===== config.mk =====
export PLATFORM = sky130hd
export DESIGN_NAME = psn_port_link
export DESIGN_NICKNAME = d
export VERILOG_FILES = /design/src/psn_pkg.sv /design/src/psn_port_link.sv
export SDC_FILE = /design/constraint.sdc
export NUM_CORES = 1
export LEC_CHECK = 0
export BUFFER_PORTS_ARGS = -buffer_cell sky130_fd_sc_hd__buf_4
export CAP_MARGIN = 20
export CORE_UTILIZATION = 35
export CTS_CLUSTER_SIZE = 40
export DETAILED_ROUTE_END_ITERATION = 10
export GPL_ROUTABILITY_DRIVEN = 0
export PLACE_DENSITY = 0.57
export SETUP_SLACK_MARGIN = 0.05
export SYNTH_ARGS = -nofsm -noshare
export SYNTH_HDL_FRONTEND = slang
export SYNTH_HIERARCHICAL = 1
export SYNTH_SLANG_ARGS = --single-unit

===== constraint.sdc =====
create_clock -name pclk -period 3.2 [get_ports pclk]
set_clock_uncertainty 0.2 [all_clocks]
set_input_delay 0.64 -clock pclk [delete_from_list [all_inputs] [get_ports pclk]]
set_output_delay 0.64 -clock pclk [all_outputs]
set_load 0.01 [all_outputs]

===== src/psn_pkg.sv =====
// constants and types for the port speed negotiation and link reset block
package psn_pkg;
    // clock and timing
    localparam int unsigned CLK_MHZ         = 40;
    localparam int unsigned WIN0_US         = 400;
    localparam int unsigned WIN1_US         = 200;
    localparam int unsigned WIN2_US         = 100;
    localparam int unsigned WIN3_US         = 300;
    localparam int unsigned WIN0_CYC        = WIN0_US * CLK_MHZ;
    localparam int unsigned WIN1_CYC        = WIN1_US * CLK_MHZ;
    localparam int unsigned WIN2_CYC        = WIN2_US * CLK_MHZ;
    localparam int unsigned WIN3_CYC        = WIN3_US * CLK_MHZ;
    localparam int unsigned MIN_IDLE_CHARS  = 200;
    localparam int unsigned TIMER_W         = 24;

    // register byte offsets
    localparam logic [7:0] OFS_CTRL   = 8'h00;
    localparam logic [7:0] OFS_STATUS = 8'h04;
    localparam logic [7:0] OFS_LRTX   = 8'h08;
    localparam logic [7:0] OFS_LRRX   = 8'h0c;

    // control register fields
    localparam int unsigned CTRL_START      = 0;
    localparam int unsigned CTRL_DUAL       = 1;
    localparam int unsigned CTRL_SEND_LR    = 2;
    localparam int unsigned CTRL_ENTER_CHK  = 3;
    localparam int unsigned CTRL_ERP_OK     = 4;
    localparam int unsigned CTRL_ERP_ALERT  = 5;
    localparam int unsigned CTRL_NORMAL     = 6;

    // status register fields
    localparam int unsigned STAT_STATE      = 0;
    localparam int unsigned STAT_OPER       = 6;
    localparam int unsigned STAT_RATE_HI    = 7;
    localparam int unsigned STAT_WIN        = 8;
    localparam int unsigned STAT_LR_SEEN    = 10;
    localparam int unsigned STAT_FAULT      = 11;
    localparam int unsigned STAT_SYNC       = 12;

    // values after reset
    localparam logic RST_DUAL   = 1'b0;
    localparam logic RST_NORMAL = 1'b0;
    localparam logic RST_RATE_HI = 1'b1;
    localparam logic RST_LCLK    = 1'b0;
    localparam logic RST_FAULT   = 1'b1;

    typedef enum logic [5:0] {
        PSN_DISABLED = 6'h01,
        PSN_FAULT    = 6'h02,
        PSN_IDLE     = 6'h04,
        PSN_ENABLED  = 6'h08,
        PSN_READY    = 6'h10,
        PSN_CHECK    = 6'h20
    } psn_fsm_t;

    typedef struct packed {
        logic [2:0] sync;
        logic       stable;
    } psn_pin_t;

    typedef struct packed {
        psn_fsm_t           fsm;
        logic [1:0]         win;
        logic [TIMER_W-1:0] timer;
        logic [7:0]         idle_cnt;
        logic               idle_done;
        logic               dual;
        logic               normal_mode;
        logic               operational;
        logic               lr_pending;
        logic               lr_seen;
        logic [7:0]         lr_tx_status;
        logic [7:0]         lr_rx_status;
        logic               tx_fill;
        logic               rate_hi;
        logic               ack_pulse;
        logic               lr_tx_pulse;
        logic               pready;
        logic               pslverr;
        logic [31:0]        prdata;
    } psn_regs_t;
endpackage : psn_pkg


===== src/psn_port_link.sv =====
// port start-up speed negotiation and link reset control with apb registers
//
// Behaviour
// - wait out line fault, negotiate, then operational
// - negotiation ends on sync plus fill
// - single speed sends 200 idles first
// - single speed: idles, Enabled, wait Ready
// - Enabled single speed sends fill until done
// - dual speed cycles 400,200,100,300 endlessly
// - each window: set rate, Disabled, idles; code goes to Idle instead
// - first window lasts 400 us
// - second window lasts 200 us
// - third window lasts 100 us
// - fourth window 300 us, then restart
// - window durations within ten percent
// - keep window deviation small
// - sync in window: Enabled, idles become fill
// - fill before expiry: Ready, else next window
// - link reset frame never forwarded
// - link reset status carries link status byte
// - link reset originated only in Check
// - sender ignores credit flag and sequence
// - receiver ignores credit flag and sequence
// - recognise link reset in Ready or Check
// - valid link reset: ack pair, enter Check
// - link reset leaves frame buffers alone
// - mode kept unless recovery ends in alert
module psn_port_link #(
    parameter int unsigned WIN0_CYCLES = psn_pkg::WIN0_CYC,
    parameter int unsigned WIN1_CYCLES = psn_pkg::WIN1_CYC,
    parameter int unsigned WIN2_CYCLES = psn_pkg::WIN2_CYC,
    parameter int unsigned WIN3_CYCLES = psn_pkg::WIN3_CYC,
    parameter int unsigned IDLE_CHARS  = psn_pkg::MIN_IDLE_CHARS
) (
    input  wire logic        pclk,
    input  wire logic        presetn,
    input  wire logic        psel,
    input  wire logic        penable,
    input  wire logic        pwrite,
    input  wire logic [7:0]  paddr,
    input  wire logic [31:0] pwdata,
    output logic [31:0]      prdata,
    output logic             pready,
    output logic             pslverr,
    input  wire logic        link_char_clk,
    input  wire logic        line_fault,
    input  wire logic        char_sync,
    input  wire logic        fill_rx,
    input  wire logic        lr_rx_valid,
    input  wire logic [7:0]  lr_rx_status,
    output logic [5:0]       port_state,
    output logic             operational,
    output logic             normal_mode,
    output logic             tx_rate_hi,
    output logic             tx_send_fill,
    output logic             tx_ack_pair,
    output logic             tx_link_reset,
    output logic [7:0]       tx_lr_status
);
    // counts longer than the timer or idle counter cannot be served
    if (WIN0_CYCLES < 1 || WIN0_CYCLES >= (1 << psn_pkg::TIMER_W) ||
        WIN1_CYCLES < 1 || WIN1_CYCLES >= (1 << psn_pkg::TIMER_W) ||
        WIN2_CYCLES < 1 || WIN2_CYCLES >= (1 << psn_pkg::TIMER_W) ||
        WIN3_CYCLES < 1 || WIN3_CYCLES >= (1 << psn_pkg::TIMER_W) ||
        IDLE_CHARS < 1 || IDLE_CHARS > 255) begin : g_bad_param
        $error("psn_port_link: window or idle count out of range");
    end

    psn_pkg::psn_regs_t r_ff;
    psn_pkg::psn_regs_t nxt_r;

    logic                       wr_acc;
    logic                       start_cmd;
    logic                       lclk_edge;
    logic                       win_expired;
    logic [psn_pkg::TIMER_W-1:0] win_len;
    logic [1:0]                 win_next;
    logic                       fault_now;
    logic                       lr_take;
    logic                       fill_hit;
    logic                       in_search;
    logic                       addr_hit;
    logic                       setup_rd;

    // link clock idles low; a fault is assumed until the pin shows otherwise
    psn_pin_sync #(
        .RST_LEVEL(psn_pkg::RST_LCLK)
    ) u_lclk_sync (
        .pclk    (pclk),
        .presetn (presetn),
        .pin     (link_char_clk),
        .level   (),
        .rise    (lclk_edge)
    );

    psn_pin_sync #(
        .RST_LEVEL(psn_pkg::RST_FAULT)
    ) u_fault_sync (
        .pclk    (pclk),
        .presetn (presetn),
        .pin     (line_fault),
        .level   (fault_now),
        .rise    ()
    );

    // link reset is taken in Ready or Check only; buffer state plays no part
    assign lr_take   = lr_rx_valid &&
                       (r_ff.fsm == psn_pkg::PSN_READY || r_ff.fsm == psn_pkg::PSN_CHECK);
    assign fill_hit  = char_sync && fill_rx && (r_ff.fsm == psn_pkg::PSN_ENABLED);
    assign in_search = (r_ff.fsm == psn_pkg::PSN_IDLE) || (r_ff.fsm == psn_pkg::PSN_ENABLED);
    assign addr_hit  = (paddr == psn_pkg::OFS_CTRL) || (paddr == psn_pkg::OFS_STATUS) ||
                       (paddr == psn_pkg::OFS_LRTX) || (paddr == psn_pkg::OFS_LRRX);
    assign setup_rd  = psel && !penable && !pwrite;

    // window length per index, nominal so deviation stays zero
    function automatic logic [psn_pkg::TIMER_W-1:0] win_cycles(input logic [1:0] idx);
        unique case (idx)
            2'h0: win_cycles = psn_pkg::TIMER_W'(WIN0_CYCLES);
            2'h1: win_cycles = psn_pkg::TIMER_W'(WIN1_CYCLES);
            2'h2: win_cycles = psn_pkg::TIMER_W'(WIN2_CYCLES);
            2'h3: win_cycles = psn_pkg::TIMER_W'(WIN3_CYCLES);
        endcase
    endfunction : win_cycles

    always_comb begin
        nxt_r       = r_ff;
        wr_acc      = psel && penable && r_ff.pready && pwrite;
        start_cmd   = wr_acc && (paddr == psn_pkg::OFS_CTRL) && pwdata[psn_pkg::CTRL_START];
        win_next    = r_ff.win + 2'h1;
        win_len     = win_cycles(win_next);
        win_expired = r_ff.dual && (r_ff.timer == '0);

        // one-cycle pulses
        nxt_r.ack_pulse   = 1'b0;
        nxt_r.lr_tx_pulse = 1'b0;

        // window timer runs down in every dual speed window
        if (r_ff.timer != '0) begin
            nxt_r.timer = r_ff.timer - psn_pkg::TIMER_W'(1);
        end

        // idle character counter, saturates when the minimum is sent
        if (lclk_edge && !r_ff.idle_done) begin
            if (r_ff.idle_cnt == 8'(IDLE_CHARS - 1)) begin
                nxt_r.idle_done = 1'b1;
            end else begin
                nxt_r.idle_cnt = r_ff.idle_cnt + 8'h01;
            end
        end

        unique case (r_ff.fsm)
            psn_pkg::PSN_DISABLED: begin
                nxt_r.tx_fill = 1'b0;
            end
            psn_pkg::PSN_FAULT: begin
                if (!fault_now) begin
                    nxt_r.fsm       = psn_pkg::PSN_IDLE;
                    nxt_r.win       = 2'h0;
                    nxt_r.rate_hi   = 1'b1;
                    nxt_r.timer     = win_cycles(2'h0);
                    nxt_r.idle_cnt  = 8'h00;
                    nxt_r.idle_done = 1'b0;
                    nxt_r.tx_fill   = 1'b0;
                end
            end
            psn_pkg::PSN_IDLE: begin
                if (win_expired) begin
                    nxt_r.fsm = psn_pkg::PSN_IDLE;
                end else if (r_ff.idle_done && (!r_ff.dual || char_sync)) begin
                    // single speed goes Enabled after idles; dual waits for sync
                    nxt_r.fsm     = psn_pkg::PSN_ENABLED;
                    nxt_r.tx_fill = 1'b1;
                end
            end
            psn_pkg::PSN_ENABLED: begin
                if (char_sync && fill_rx) begin
                    // fill seen in time wins over an expiry in the same cycle
                    nxt_r.fsm         = psn_pkg::PSN_READY;
                    nxt_r.timer       = '0;
                    nxt_r.operational = 1'b1;
                end
            end
            psn_pkg::PSN_READY: begin
                nxt_r.tx_fill = 1'b1;
            end
            psn_pkg::PSN_CHECK: begin
                if (r_ff.lr_pending) begin
                    // no credit flag or sequence counter is consulted here
                    nxt_r.lr_tx_pulse = 1'b1;
                    nxt_r.lr_pending  = 1'b0;
                end
            end
        endcase

        // window expiry restarts the next window in Idle with idles
        if (win_expired && !fill_hit && in_search) begin
            nxt_r.fsm       = psn_pkg::PSN_IDLE;
            nxt_r.win       = win_next;
            nxt_r.rate_hi   = !win_next[0];
            nxt_r.timer     = win_len;
            nxt_r.idle_cnt  = 8'h00;
            nxt_r.idle_done = 1'b0;
            nxt_r.tx_fill   = 1'b0;
        end

        // link reset reception; buffer-full is deliberately not an input here
        if (lr_take) begin
            // frame is consumed locally, nothing goes to a router or buffer
            nxt_r.ack_pulse    = 1'b1;
            nxt_r.fsm          = psn_pkg::PSN_CHECK;
            nxt_r.lr_rx_status = lr_rx_status;
        end

        // apb register writes at the access edge
        if (wr_acc) begin
            unique case (paddr)
                psn_pkg::OFS_CTRL: begin
                    nxt_r.dual = pwdata[psn_pkg::CTRL_DUAL];
                    if (!pwdata[psn_pkg::CTRL_ERP_ALERT]) begin
                        nxt_r.normal_mode = pwdata[psn_pkg::CTRL_NORMAL];
                    end
                    if (pwdata[psn_pkg::CTRL_SEND_LR]) begin
                        nxt_r.lr_pending = 1'b1;
                    end
                    if (pwdata[psn_pkg::CTRL_ENTER_CHK] &&
                        (r_ff.fsm == psn_pkg::PSN_READY)) begin
                        nxt_r.fsm = psn_pkg::PSN_CHECK;
                    end
                    if (pwdata[psn_pkg::CTRL_ERP_OK] && (r_ff.fsm == psn_pkg::PSN_CHECK)) begin
                        nxt_r.fsm = psn_pkg::PSN_READY;
                    end
                    if (pwdata[psn_pkg::CTRL_ERP_ALERT]) begin
                        // alert exit: Disabled and privileged mode
                        nxt_r.fsm         = psn_pkg::PSN_DISABLED;
                        nxt_r.normal_mode = 1'b0;
                        nxt_r.operational = 1'b0;
                        nxt_r.timer       = '0;
                        nxt_r.lr_pending  = 1'b0;
                    end
                end
                psn_pkg::OFS_STATUS: begin
                    // received-link-reset flag is write one to clear; a new one wins
                    if (pwdata[psn_pkg::STAT_LR_SEEN]) begin
                        nxt_r.lr_seen = 1'b0;
                    end
                end
                psn_pkg::OFS_LRTX: begin
                    nxt_r.lr_tx_status = pwdata[7:0];
                end
                default: begin
                end
            endcase
        end

        // start overrides the state and send link reset bits of the same write; dual and normal still load
        if (start_cmd) begin
            nxt_r.fsm         = psn_pkg::PSN_FAULT;
            nxt_r.operational = 1'b0;
            nxt_r.timer       = '0;
            nxt_r.lr_pending  = 1'b0;
            nxt_r.tx_fill     = 1'b0;
        end
        if (lr_take) begin
            nxt_r.lr_seen = 1'b1;
        end

        // apb answer: ready and read data prepared in the setup cycle
        nxt_r.pready  = psel && !penable;
        nxt_r.pslverr = psel && !penable && !addr_hit;
        nxt_r.prdata  = 32'h0000_0000;
        if (setup_rd) begin
            unique case (paddr)
                psn_pkg::OFS_CTRL: begin
                    nxt_r.prdata[psn_pkg::CTRL_DUAL]    = r_ff.dual;
                    nxt_r.prdata[psn_pkg::CTRL_SEND_LR] = r_ff.lr_pending;
                    nxt_r.prdata[psn_pkg::CTRL_NORMAL]  = r_ff.normal_mode;
                end
                psn_pkg::OFS_STATUS: begin
                    nxt_r.prdata[psn_pkg::STAT_STATE +: 6] = r_ff.fsm;
                    nxt_r.prdata[psn_pkg::STAT_OPER]       = r_ff.operational;
                    nxt_r.prdata[psn_pkg::STAT_RATE_HI]    = r_ff.rate_hi;
                    nxt_r.prdata[psn_pkg::STAT_WIN +: 2]   = r_ff.win;
                    nxt_r.prdata[psn_pkg::STAT_LR_SEEN]    = r_ff.lr_seen;
                    nxt_r.prdata[psn_pkg::STAT_FAULT]      = fault_now;
                    nxt_r.prdata[psn_pkg::STAT_SYNC]       = char_sync;
                end
                psn_pkg::OFS_LRTX: begin
                    nxt_r.prdata[7:0] = r_ff.lr_tx_status;
                end
                psn_pkg::OFS_LRRX: begin
                    nxt_r.prdata[7:0] = r_ff.lr_rx_status;
                end
                default: begin
                end
            endcase
        end
    end

    // every field named so no value after reset is left implicit
    always_ff @(posedge pclk or negedge presetn) begin
        if (!presetn) begin
            r_ff.fsm          <= psn_pkg::PSN_DISABLED;
            r_ff.win          <= 2'h0;
            r_ff.timer        <= '0;
            r_ff.idle_cnt     <= 8'h00;
            r_ff.idle_done    <= 1'b0;
            r_ff.dual         <= psn_pkg::RST_DUAL;
            r_ff.normal_mode  <= psn_pkg::RST_NORMAL;
            r_ff.operational  <= 1'b0;
            r_ff.lr_pending   <= 1'b0;
            r_ff.lr_seen      <= 1'b0;
            r_ff.lr_tx_status <= 8'h00;
            r_ff.lr_rx_status <= 8'h00;
            r_ff.tx_fill      <= 1'b0;
            r_ff.rate_hi      <= psn_pkg::RST_RATE_HI;
            r_ff.ack_pulse    <= 1'b0;
            r_ff.lr_tx_pulse  <= 1'b0;
            r_ff.pready       <= 1'b0;
            r_ff.pslverr      <= 1'b0;
            r_ff.prdata       <= 32'h0000_0000;
        end else begin
            r_ff <= nxt_r;
        end
    end

    assign prdata        = r_ff.prdata;
    assign pready        = r_ff.pready;
    assign pslverr       = r_ff.pslverr;
    assign port_state    = r_ff.fsm;
    assign operational   = r_ff.operational;
    assign normal_mode   = r_ff.normal_mode;
    assign tx_rate_hi    = r_ff.rate_hi;
    assign tx_send_fill  = r_ff.tx_fill;
    assign tx_ack_pair   = r_ff.ack_pulse;
    assign tx_link_reset = r_ff.lr_tx_pulse;
    assign tx_lr_status  = r_ff.lr_tx_status;
endmodule : psn_port_link

// three-flop pin synchroniser: settled level and a one-cycle rise strobe
module psn_pin_sync #(
    parameter logic RST_LEVEL = 1'b0
) (
    input  wire logic pclk,
    input  wire logic presetn,
    input  wire logic pin,
    output logic      level,
    output logic      rise
);
    psn_pkg::psn_pin_t s_ff;
    psn_pkg::psn_pin_t nxt_s;

    // a change counts once stages two and three agree
    always_comb begin
        nxt_s      = s_ff;
        nxt_s.sync = {s_ff.sync[1:0], pin};
        if (s_ff.sync[2] == s_ff.sync[1]) begin
            nxt_s.stable = s_ff.sync[2];
        end
    end

    always_ff @(posedge pclk or negedge presetn) begin
        if (!presetn) begin
            s_ff.sync   <= {3{RST_LEVEL}};
            s_ff.stable <= RST_LEVEL;
        end else begin
            s_ff <= nxt_s;
        end
    end

    // rise stands only in the cycle before the settled level follows
    assign level = s_ff.stable;
    assign rise  = !s_ff.stable && (s_ff.sync[2] == s_ff.sync[1]) &&
                   s_ff.sync[2];
endmodule : psn_pin_sync


==> results of run 1 <==
==> sequential cells by signal, summed over array words and instances (netlist names), 2 cells and up <==
name	cells
u_fault_sync/nxt_s	2
prdata	13
port_state	6
r_ff	46
tx_lr_status	8
u_lclk_sync/nxt_s	2
==> routing by layer <==
metal  share of wire (%)  track usage (%)
met1                  48            22.86
met2                  46            24.15
met3                 3.9            2.799
met4                 1.6            6.571
met5                   0                0
==> cell type report <==
cell class / instances / area share, %
clock buffer: 11 / 4.399
sequential: 89 / 40.50
multi-input combinational: 334 / 38.32
clock inverter: 5 / 0.9977
inverter: 8 / 0.5442
timing repair buffer: 81 / 11.25
tap: 176 / 3.991
==> cells in the final DEF (no fill, tap or decap), types with 7 or more instances in the layout <==
cell type,n
nand3_1,13
a21oi_1,22
nor3_1,17
inv_1,7
xor2_1,13
xnor2_1,10
o21ai_0,9
and3_1,8
conb_1,19
clkbuf_16,9
mux2_2,13
nand2_1,47
or3_1,8
nor2_1,52
buf_4,80
dfrtp_1,83
nor2b_1,9
nor4_1,8
a22oi_1,7
==> critical path: cells and delay by family (launching register included) <==
kind / cells / cell delay (ns)
AO/OA/AOI/OAI: 1 / 0.27
flip-flops: 1 / 0.53
AND/OR/NAND/NOR: 5 / 1.46
==> stage by stage <==
step	utilization, %	hold slack, ns
2_1_floorplan	-	0.1312
3_3_place_gp	39.57	0.1357
3_5_place_dp	39.57	0.1534
4_1_cts	41.83	0.09771
5_1_grt	41.83	0.1244
6_report	41.83	0.07537
==> power by group through the flow <==
stage                     logic, uW  registers (uW)  clock network (uW)
final                           263            1310                1050
after global routing            299            1320                1130
after CTS                       268            1310                1080
after detailed placement        267            1330                   0
after global placement          261            1320                   0
after floorplan                 182            1310                   0
==> worst paths after layout <==
kind	cells past startpoint	endpoint	slack, ns
setup / recovery	6	r_ff[75]$_DFF_PN0_	0.62
hold / removal	1	r_ff[54]$_DFFE_PN0P_	0.08
setup reg to reg	6	r_ff[75]$_DFF_PN0_	0.62
hold reg to reg	0	u_fault_sync/nxt_s[3]$_DFF_PN1_	0.16
max in group asynchronous	2	tx_rate_hi$_DFFE_PN1P_	2.02
min in group pclk	0	u_fault_sync/nxt_s[3]$_DFF_PN1_	0.16
==> impl_metrics.py, run 1 <==
metrics = {
    "grt": {
        "grt_max_degree": 49,
        "antenna_found_initial": 0,
        "grt_pass1_wl_um": 17770,
        "track_usage_pct": 16.07,
        "grt.overflow.total": 0,
        "grt_pass1_vias": 3471,
    },
    "cells_and_area": {
        "diodes": 0,
        "ff_latch_area_sq_um": 2235,
        "nets": 586,
        "multi_input_area_sq_um": 2115,
        "fillers": 1297,
        "drive_gt1_share_pct": 25.57,
        "fin_area_sq_um": 5518,
        "final_cells": 704,
        "syn_to_final_growth_pct": 16.82,
    },
    "pwr": {
        "seq_power_share_pct": 50.0,
        "power.leakage_uw": 0.002641,
        "ir_worst_vdd_mv": 0.2012,
        "finalPower_uw": 2628,
        "internal_power_uw": 1957,
        "power.switching_uw": 670.6,
        "power.share.clock_pct": 40.0,
        "power_density_nw_per_um2": 476.3,
        "power_frac_comb_pct": 10.0,
        "switching_share_pct": 25.52,
    },
    "yosys": {
        "syn_area_per_cell_sq_um": 10.01,
        "syn_inst": 472,
        "yosys_warnings": 6,
        "synth_area_sq_um": 4723,
    },
    "floorplan": {
        "die_h_um": 118.2,
        "die_area_sq_um": 13960,
        "pin_count": 112,
        "num_rows": 42,
        "fp.coreArea_sq_um": 13190,
        "die_w_um": 118.2,
        "initial_utilization_pct": 35.81,
    },
    "sta": {
        "rsz0062_at_grt": "false",
        "finalSetupTns_ns": 0,
        "setup_viol": 0,
        "tightest_slew_ns": 0.7089,
        "fmax_mhz": 387.8,
        "min_period_over_period_pct": 80.59,
        "slew_viol_final": 0,
        "worst_slack_ns": 0.6212,
        "period_minus_slack_ns": 2.579,
        "maxSlewHeadroom_pct": 52.65,
        "hold_violations": 0,
    },
    "hold_path": {
        "hp-class": "in -> async",
    },
    "cts": {
        "tritoncts": "yes",
        "cts_hold_buffers": 0,
        "cts_sinks": 89,
        "numCtsBuffers": 9,
        "post_cts_resized": 0,
        "cts_setup_buffers": 0,
        "cts_buffer_depth": 2,
        "root_buffer": "clkbuf_16",
        "clk-insertion-delay-late_ns": 0.34,
        "ctsHtreeMaxLevel": 3,
        "clkTransAtPathRegs_ns": 0.06,
    },
    "critical_path": {
        "reg2reg_from": "port_state[2]$_DFF_PN0_",
        "slowest_delay_ns": 0.65,
        "path_cells": "or4_1 > nor3_1 > nand2_1 > nand2_1 > nor3b_1 > a2111oi_1",
        "critPathArrivalTime_ns": 2.60,
        "cp_max_fo": 12,
        "slowest_stage": "or4_1",
        "required_ns": 3.22,
        "crit_type": "reg -> reg",
        "crit_top_cell": "nand2_1",
        "worstSetupStartpoint": "port_state[2]$_DFF_PN0_",
        "worst_setup_path_start_kind": "flip-flop",
        "end_kind": "flip-flop",
    },
    "route": {
        "avgViaCountPerCell": 5.024,
        "wl_per_cell_um": 15.04,
        "dr.pass1.iters": 4,
        "drc": 0,
        "wirelength_um": 10590,
        "detail_route.iter0.violations": 150,
        "vias": 3537,
        "detail-route-antenna-nets": 0,
    },
    "place": {
        "placed_area_sq_um": 5220,
        "post-place-ws_ns": 0.4279,
        "place_hpwl_um": 7824,
        "portBuffers": 69,
        "dp_cells": 688,
    },
    "outcome": {
        "status": "complete, no violations",
    },
    "job": {
        "drv_cap": 0,
    },
}
(Power assumes the default switching activity.)
==> run 2: changes to the inputs <==
- clock period: 3.2 -> 2.51 ns (I/O delays scaled with it)
==> impl_metrics.py, run 2 (synthesized netlist as in run 1, its figures left out) <==
metrics = {
    "cells_and_area": {
        "syn_to_final_growth_pct": 20.87,
        "fin_area_sq_um": 5709,
        "diodes": 0,
        "final_common_cell": "buf_4",
        "nets": 607,
        "multi_input_area_sq_um": 2145,
        "fillers": 1274,
        "largest_reg_flops": 46,
        "regMostFlops": "r_ff",
        "mostFrequentLayoutCells": "buf_4, dfrtp_1, nor2_1",
        "ff_latch_area_sq_um": 2235,
        "drive_gt1_share_pct": 29.33,
    },
    "cts": {
        "cts_setup_buffers": 0,
        "cts_sinks": 89,
        "clk-insertion-delay-late_ns": 0.35,
        "clkTransAtPathRegs_ns": 0.06,
        "tritoncts": "yes",
        "ctsHtreeMaxLevel": 3,
        "numCtsBuffers": 9,
        "root_buffer": "clkbuf_16",
        "cts_buffer_depth": 2,
    },
    "critical_path": {
        "end_kind": "flip-flop",
        "r2r_end": "r_ff[90]$_DFF_PN0_",
        "slowest_stage": "or4_1",
        "crit_type": "reg -> reg",
        "critPathTopFamily": "simple AND/OR/NAND/NOR gates",
        "slowest_delay_ns": 0.44,
        "worstSetupStartpoint": "r_ff[85]$_DFF_PN0_",
        "cp_max_fo": 3,
        "worst_setup_path_start_kind": "flip-flop",
        "reg2reg_from": "r_ff[85]$_DFF_PN0_",
        "cp-endpoint": "r_ff[90]$_DFF_PN0_",
        "required_ns": 2.54,
        "crit_cells": 6,
        "path_cells": "or3_1 > or4_1 > or2_1 > nor4_2 > xnor2_1 > nor2_1",
        "cp_num_buf_inv": 0,
        "critPathArrivalTime_ns": 2.36,
        "r2r_slack_ns": 0.18,
        "worstRegToRegCells": 6,
    },
    "route": {
        "wl_per_cell_um": 15.14,
        "wirelength_um": 10970,
        "dr.pass1.iters": 4,
        "avgViaCountPerCell": 4.941,
        "vias": 3582,
        "detail_route.iter0.violations": 220,
        "detail-route-antenna-nets": 0,
        "drc": 0,
    },
    "floorplan": {
        "die_w_um": 118.2,
        "initial_utilization_pct": 35.81,
        "fp.coreArea_sq_um": 13190,
        "die_h_um": 118.2,
        "pin_count": 112,
        "die_area_sq_um": 13960,
        "num_rows": 42,
    },
    "sta": {
        "fmax_mhz": 429.2,
        "min_period_over_period_pct": 92.82,
        "setup_viol": 0,
        "period_minus_slack_ns": 2.330,
        "worst_hold_slack_ns": 0.06394,
        "rsz0062_at_grt": "false",
        "slew_viol_final": 0,
        "tightest_slew_ns": 0.5578,
        "hold_violations": 0,
        "finalSetupTns_ns": 0,
        "maxSlewHeadroom_pct": 61.85,
    },
    "outcome": {
        "status": "complete, no violations",
    },
    "place": {
        "placed_area_sq_um": 5370,
        "place_hpwl_um": 8182,
        "portBuffers": 69,
    },
    "grt": {
        "grt_pass1_vias": 3515,
        "antenna_found_initial": 0,
        "grt_pass1_wl_um": 18070,
        "grt_max_degree": 43,
        "grt.overflow.total": 0,
        "track_usage_pct": 16.58,
    },
    "pwr": {
        "power_density_nw_per_um2": 593.7,
        "finalPower_uw": 3390,
        "power.leakage_uw": 0.002757,
        "ir_worst_vdd_mv": 0.3263,
    },
    "job": {
        "drv_cap": 0,
    },
    "hold_path": {
        "hp-class": "in -> reg",
    },
}
[run 2: power by group]
| part | internal [uW] | total, uW | switching [uW] |
|---|---|---|---|
| clock network | 797 | 1360 | 560 |
| logic | 173 | 356 | 182 |
| registers | 1540 | 1680 | 136 |
[run 2: layer usage]
layer,global-route usage [%],wire [um],up-vias
met1,23.51,5330,1759
met2,24.71,5026,79
met5,0,0,-
met4,5.929,153,0
li1,-,-,1732
met3,3.813,463,12
[run 2: final cells by class]
type / count / area share, %
sequential: 89 / 39.14
clock buffer: 11 / 4.252
multi-input combinational: 334 / 37.56
timing repair buffer: 102 / 13.68
tap: 176 / 3.857
clock inverter: 5 / 0.9862
inverter: 8 / 0.5260
[run 2: worst reg2reg max path: stages, from the launching register on]
cell	delay, ns
dfrtp_1	0.40
or3_1	0.42
or4_1	0.44
or2_1	0.26
nor4_2	0.29
xnor2_1	0.15
nor2_1	0.06
[run 2: what timing repair did]
item,4_1_cts,5_1_grt
pin swaps,0,0
hold buffers,1,0
resized for setup,1,7
hold endpoints to repair,21,0
setup endpoints to repair,8,34
[run 2: per-stage QoR]
stage,cells,util (%),setup slack [ns]
after global routing,725,43.28,0.05268
after global placement,708,40.71,0.07400
final,725,43.28,0.1803
after floorplan,490,-,0.07882
after CTS,725,43.09,0.1045
after detailed placement,708,40.71,0.06620
[run 2: how the worst min path moves through the flow]
stage / start / to / depth (start not counted)
6_report: line_fault / u_fault_sync/nxt_s[2]$_DFF_PN1_ / 1
2_1_floorplan: presetn / normal_mode$_DFFE_PN0P_ / 0
5_1_grt: line_fault / u_fault_sync/nxt_s[2]$_DFF_PN1_ / 1
3_5_place_dp: u_lclk_sync/nxt_s[2]$_DFF_PN0_ / u_lclk_sync/nxt_s[3]$_DFF_PN0_ / 0
4_1_cts: line_fault / u_fault_sync/nxt_s[2]$_DFF_PN1_ / 1
3_3_place_gp: u_lclk_sync/nxt_s[2]$_DFF_PN0_ / u_lclk_sync/nxt_s[3]$_DFF_PN0_ / 0
==> run 3: changes to the inputs <==
- CORE_UTILIZATION: 35 -> 50
- GPL_TIMING_DRIVEN: default -> 0
- PLACE_DENSITY: 0.57 -> 0.76
- REMOVE_ABC_BUFFERS: default -> 1
==> impl_metrics.py, run 3 (synthesized netlist as in run 1, its figures left out) <==
metrics = {
    "sta": {
        "maxSlewHeadroom_pct": 41.46,
        "setup_viol": 0,
        "worst_slack_ns": 0.1117,
        "min_period_over_period_pct": 95.55,
        "hold_violations": 0,
        "slew_viol_final": 0,
        "fmax_mhz": 417.0,
        "rsz0062_at_grt": "true",
        "tightest_slew_ns": 0.8763,
        "finalSetupTns_ns": 0,
        "period_minus_slack_ns": 2.398,
    },
    "cells_and_area": {
        "final_common_cell": "buf_4",
        "nets": 594,
        "final_cells": 647,
        "syn_to_final_growth_pct": 16.56,
        "fin_area_sq_um": 5505,
        "drive_gt1_share_pct": 28.92,
        "diodes": 0,
        "regMostFlops": "r_ff",
        "largest_reg_flops": 46,
        "mostFrequentLayoutCells": "buf_4, dfrtp_1, nor2_1",
    },
    "route": {
        "avgViaCountPerCell": 5.662,
        "met3_length_um": 650,
        "highest_layer": "met4",
        "detail-route-antenna-nets": 0,
        "wl_per_cell_um": 16.44,
        "vias": 3663,
        "wl_met1_um": 4438,
        "wl_met2_um": 5378,
        "drc": 0,
        "detail_route.iter0.violations": 216,
        "wirelength_um": 10640,
        "dr.pass1.iters": 5,
    },
    "cts": {
        "tritoncts": "yes",
        "clkTransAtPathRegs_ns": 0.10,
        "cts_sinks": 89,
        "ctsHtreeMaxLevel": 3,
        "clk-insertion-delay-late_ns": 0.36,
        "numCtsBuffers": 9,
        "cts_buffer_depth": 2,
        "root_buffer": "clkbuf_8",
    },
    "critical_path": {
        "crit_type": "reg -> reg",
        "cp_max_fo": 5,
        "required_ns": 2.53,
        "path_cells": "nor4_4 > and3_4 > nand2_8 > nor4b_4 > buf_4 > nand2_1 > nor3b_1",
        "slowest_stage": "dfrtp_1",
        "worst_setup_path_start_kind": "flip-flop",
        "critPathArrivalTime_ns": 2.42,
        "end_kind": "flip-flop",
        "cp_num_buf_inv": 1,
        "critPathTopFamily": "simple AND/OR/NAND/NOR gates",
        "slowest_delay_ns": 0.46,
    },
    "floorplan": {
        "pin_count": 112,
        "die_h_um": 99.20,
        "die_area_sq_um": 9840,
        "fp.coreArea_sq_um": 9196,
        "die_w_um": 99.20,
        "initial_utilization_pct": 51.36,
        "num_rows": 35,
    },
    "place": {
        "dp_cells": 611,
        "portBuffers": 69,
        "post-place-ws_ns": -0.7230,
        "place_hpwl_um": 7290,
        "placed_area_sq_um": 5036,
    },
    "hold_path": {
        "hp-class": "in -> reg",
    },
    "pwr": {
        "power_density_nw_per_um2": 554.0,
        "power.leakage_uw": 0.002633,
        "ir_worst_vdd_mv": 0.3116,
    },
    "grt": {
        "grt_pass1_vias": 3501,
        "antenna_found_initial": 0,
        "grt_max_degree": 90,
        "grt_pass1_wl_um": 17000,
        "grt.overflow.total": 0,
        "track_usage_pct": 22.30,
    },
    "outcome": {
        "status": "complete, no violations",
    },
    "job": {
        "drv_cap": 0,
    },
}
[run 3: cell types whose count changed in the layout (fill, tap and decap cells not counted), moves of 2 or more]
cell,delta
clkbuf_8,+8
clkbuf_16,-9
inv_1,-2
inv_2,+2
inv_6,+2
buf_4,-14
nor4_4,+2
[run 3: final cells by class]
type | count | area (sq um)
Clock inverter | 6 | 72.57
Fill cell | 766 | 3691
Clock buffer | 10 | 127.6
Tap cell | 111 | 138.9
Inverter | 8 | 30.03
Timing Repair Buffer | 88 | 683.2
Multi-Input combinational cell | 335 | 2217
Sequential cell | 89 | 2236
[run 3: path summary, 6_finish.rpt]
kind,cells after the start,slack [ns],end,start
hold reg to reg,0,0.16,u_fault_sync/nxt_s[3]$_DFF_PN1_,u_fault_sync/nxt_s[2]$_DFF_PN1_
setup reg to reg,7,0.11,r_ff[80]$_DFF_PN0_,r_ff[81]$_DFF_PN0_
setup / recovery,7,0.11,r_ff[80]$_DFF_PN0_,r_ff[81]$_DFF_PN0_
hold / removal,1,0.04,u_lclk_sync/nxt_s[2]$_DFF_PN0_,link_char_clk
min in group asynchronous,2,0.46,r_ff[80]$_DFF_PN0_,presetn
max in group asynchronous,3,0.99,tx_rate_hi$_DFFE_PN1P_,presetn
[run 3: power breakdown]
group	internal (uW)	leakage, uW	switching [uW]
sequential	1540	0.00115	140
clock	475	0.000103	539
combinational	173	0.00138	183
total	2190	0.00263	863
[run 3: per-stage QoR]
stage,utilization [%],hold WS (ns),power [uW]
2_1_floorplan,-,0.006409,1871
3_3_place_gp,54.76,0.1375,2010
3_5_place_dp,54.76,0.1458,2032
4_1_cts,58.20,0.03084,3038
5_1_grt,59.86,0.02448,3190
6_report,59.86,0.03617,3050
[run 3: routing by layer]
| metal | global-route usage (%) | vias to the layer above |
|---|---|---|
| li1 | - | 1706 |
| met1 | 28.32 | 1811 |
| met2 | 37.76 | 131 |
| met4 | 7.805 | 0 |
| met5 | 0 | - |
| met3 | 5.060 | 15 |
[run 3: what timing repair did]
item / in CTS / in global routing
hold buffers: 0 / 1
gates resized for setup: 9 / 13
hold endpoints to repair: 0 / 30
endpoints found under the setup margin: 50 / 35
gates cloned: 1 / 0
pin swaps: 5 / 4
buffers inserted: 10 / 7
[run 3: worst register-to-register path, stage by stage, from the launching register on]
cell and delay (ns):
dfrtp_1 0.46, nor4_4 0.43, and3_4 0.31, nand2_8 0.06
nor4b_4 0.39, buf_4 0.20, nand2_1 0.07, nor3b_1 0.14
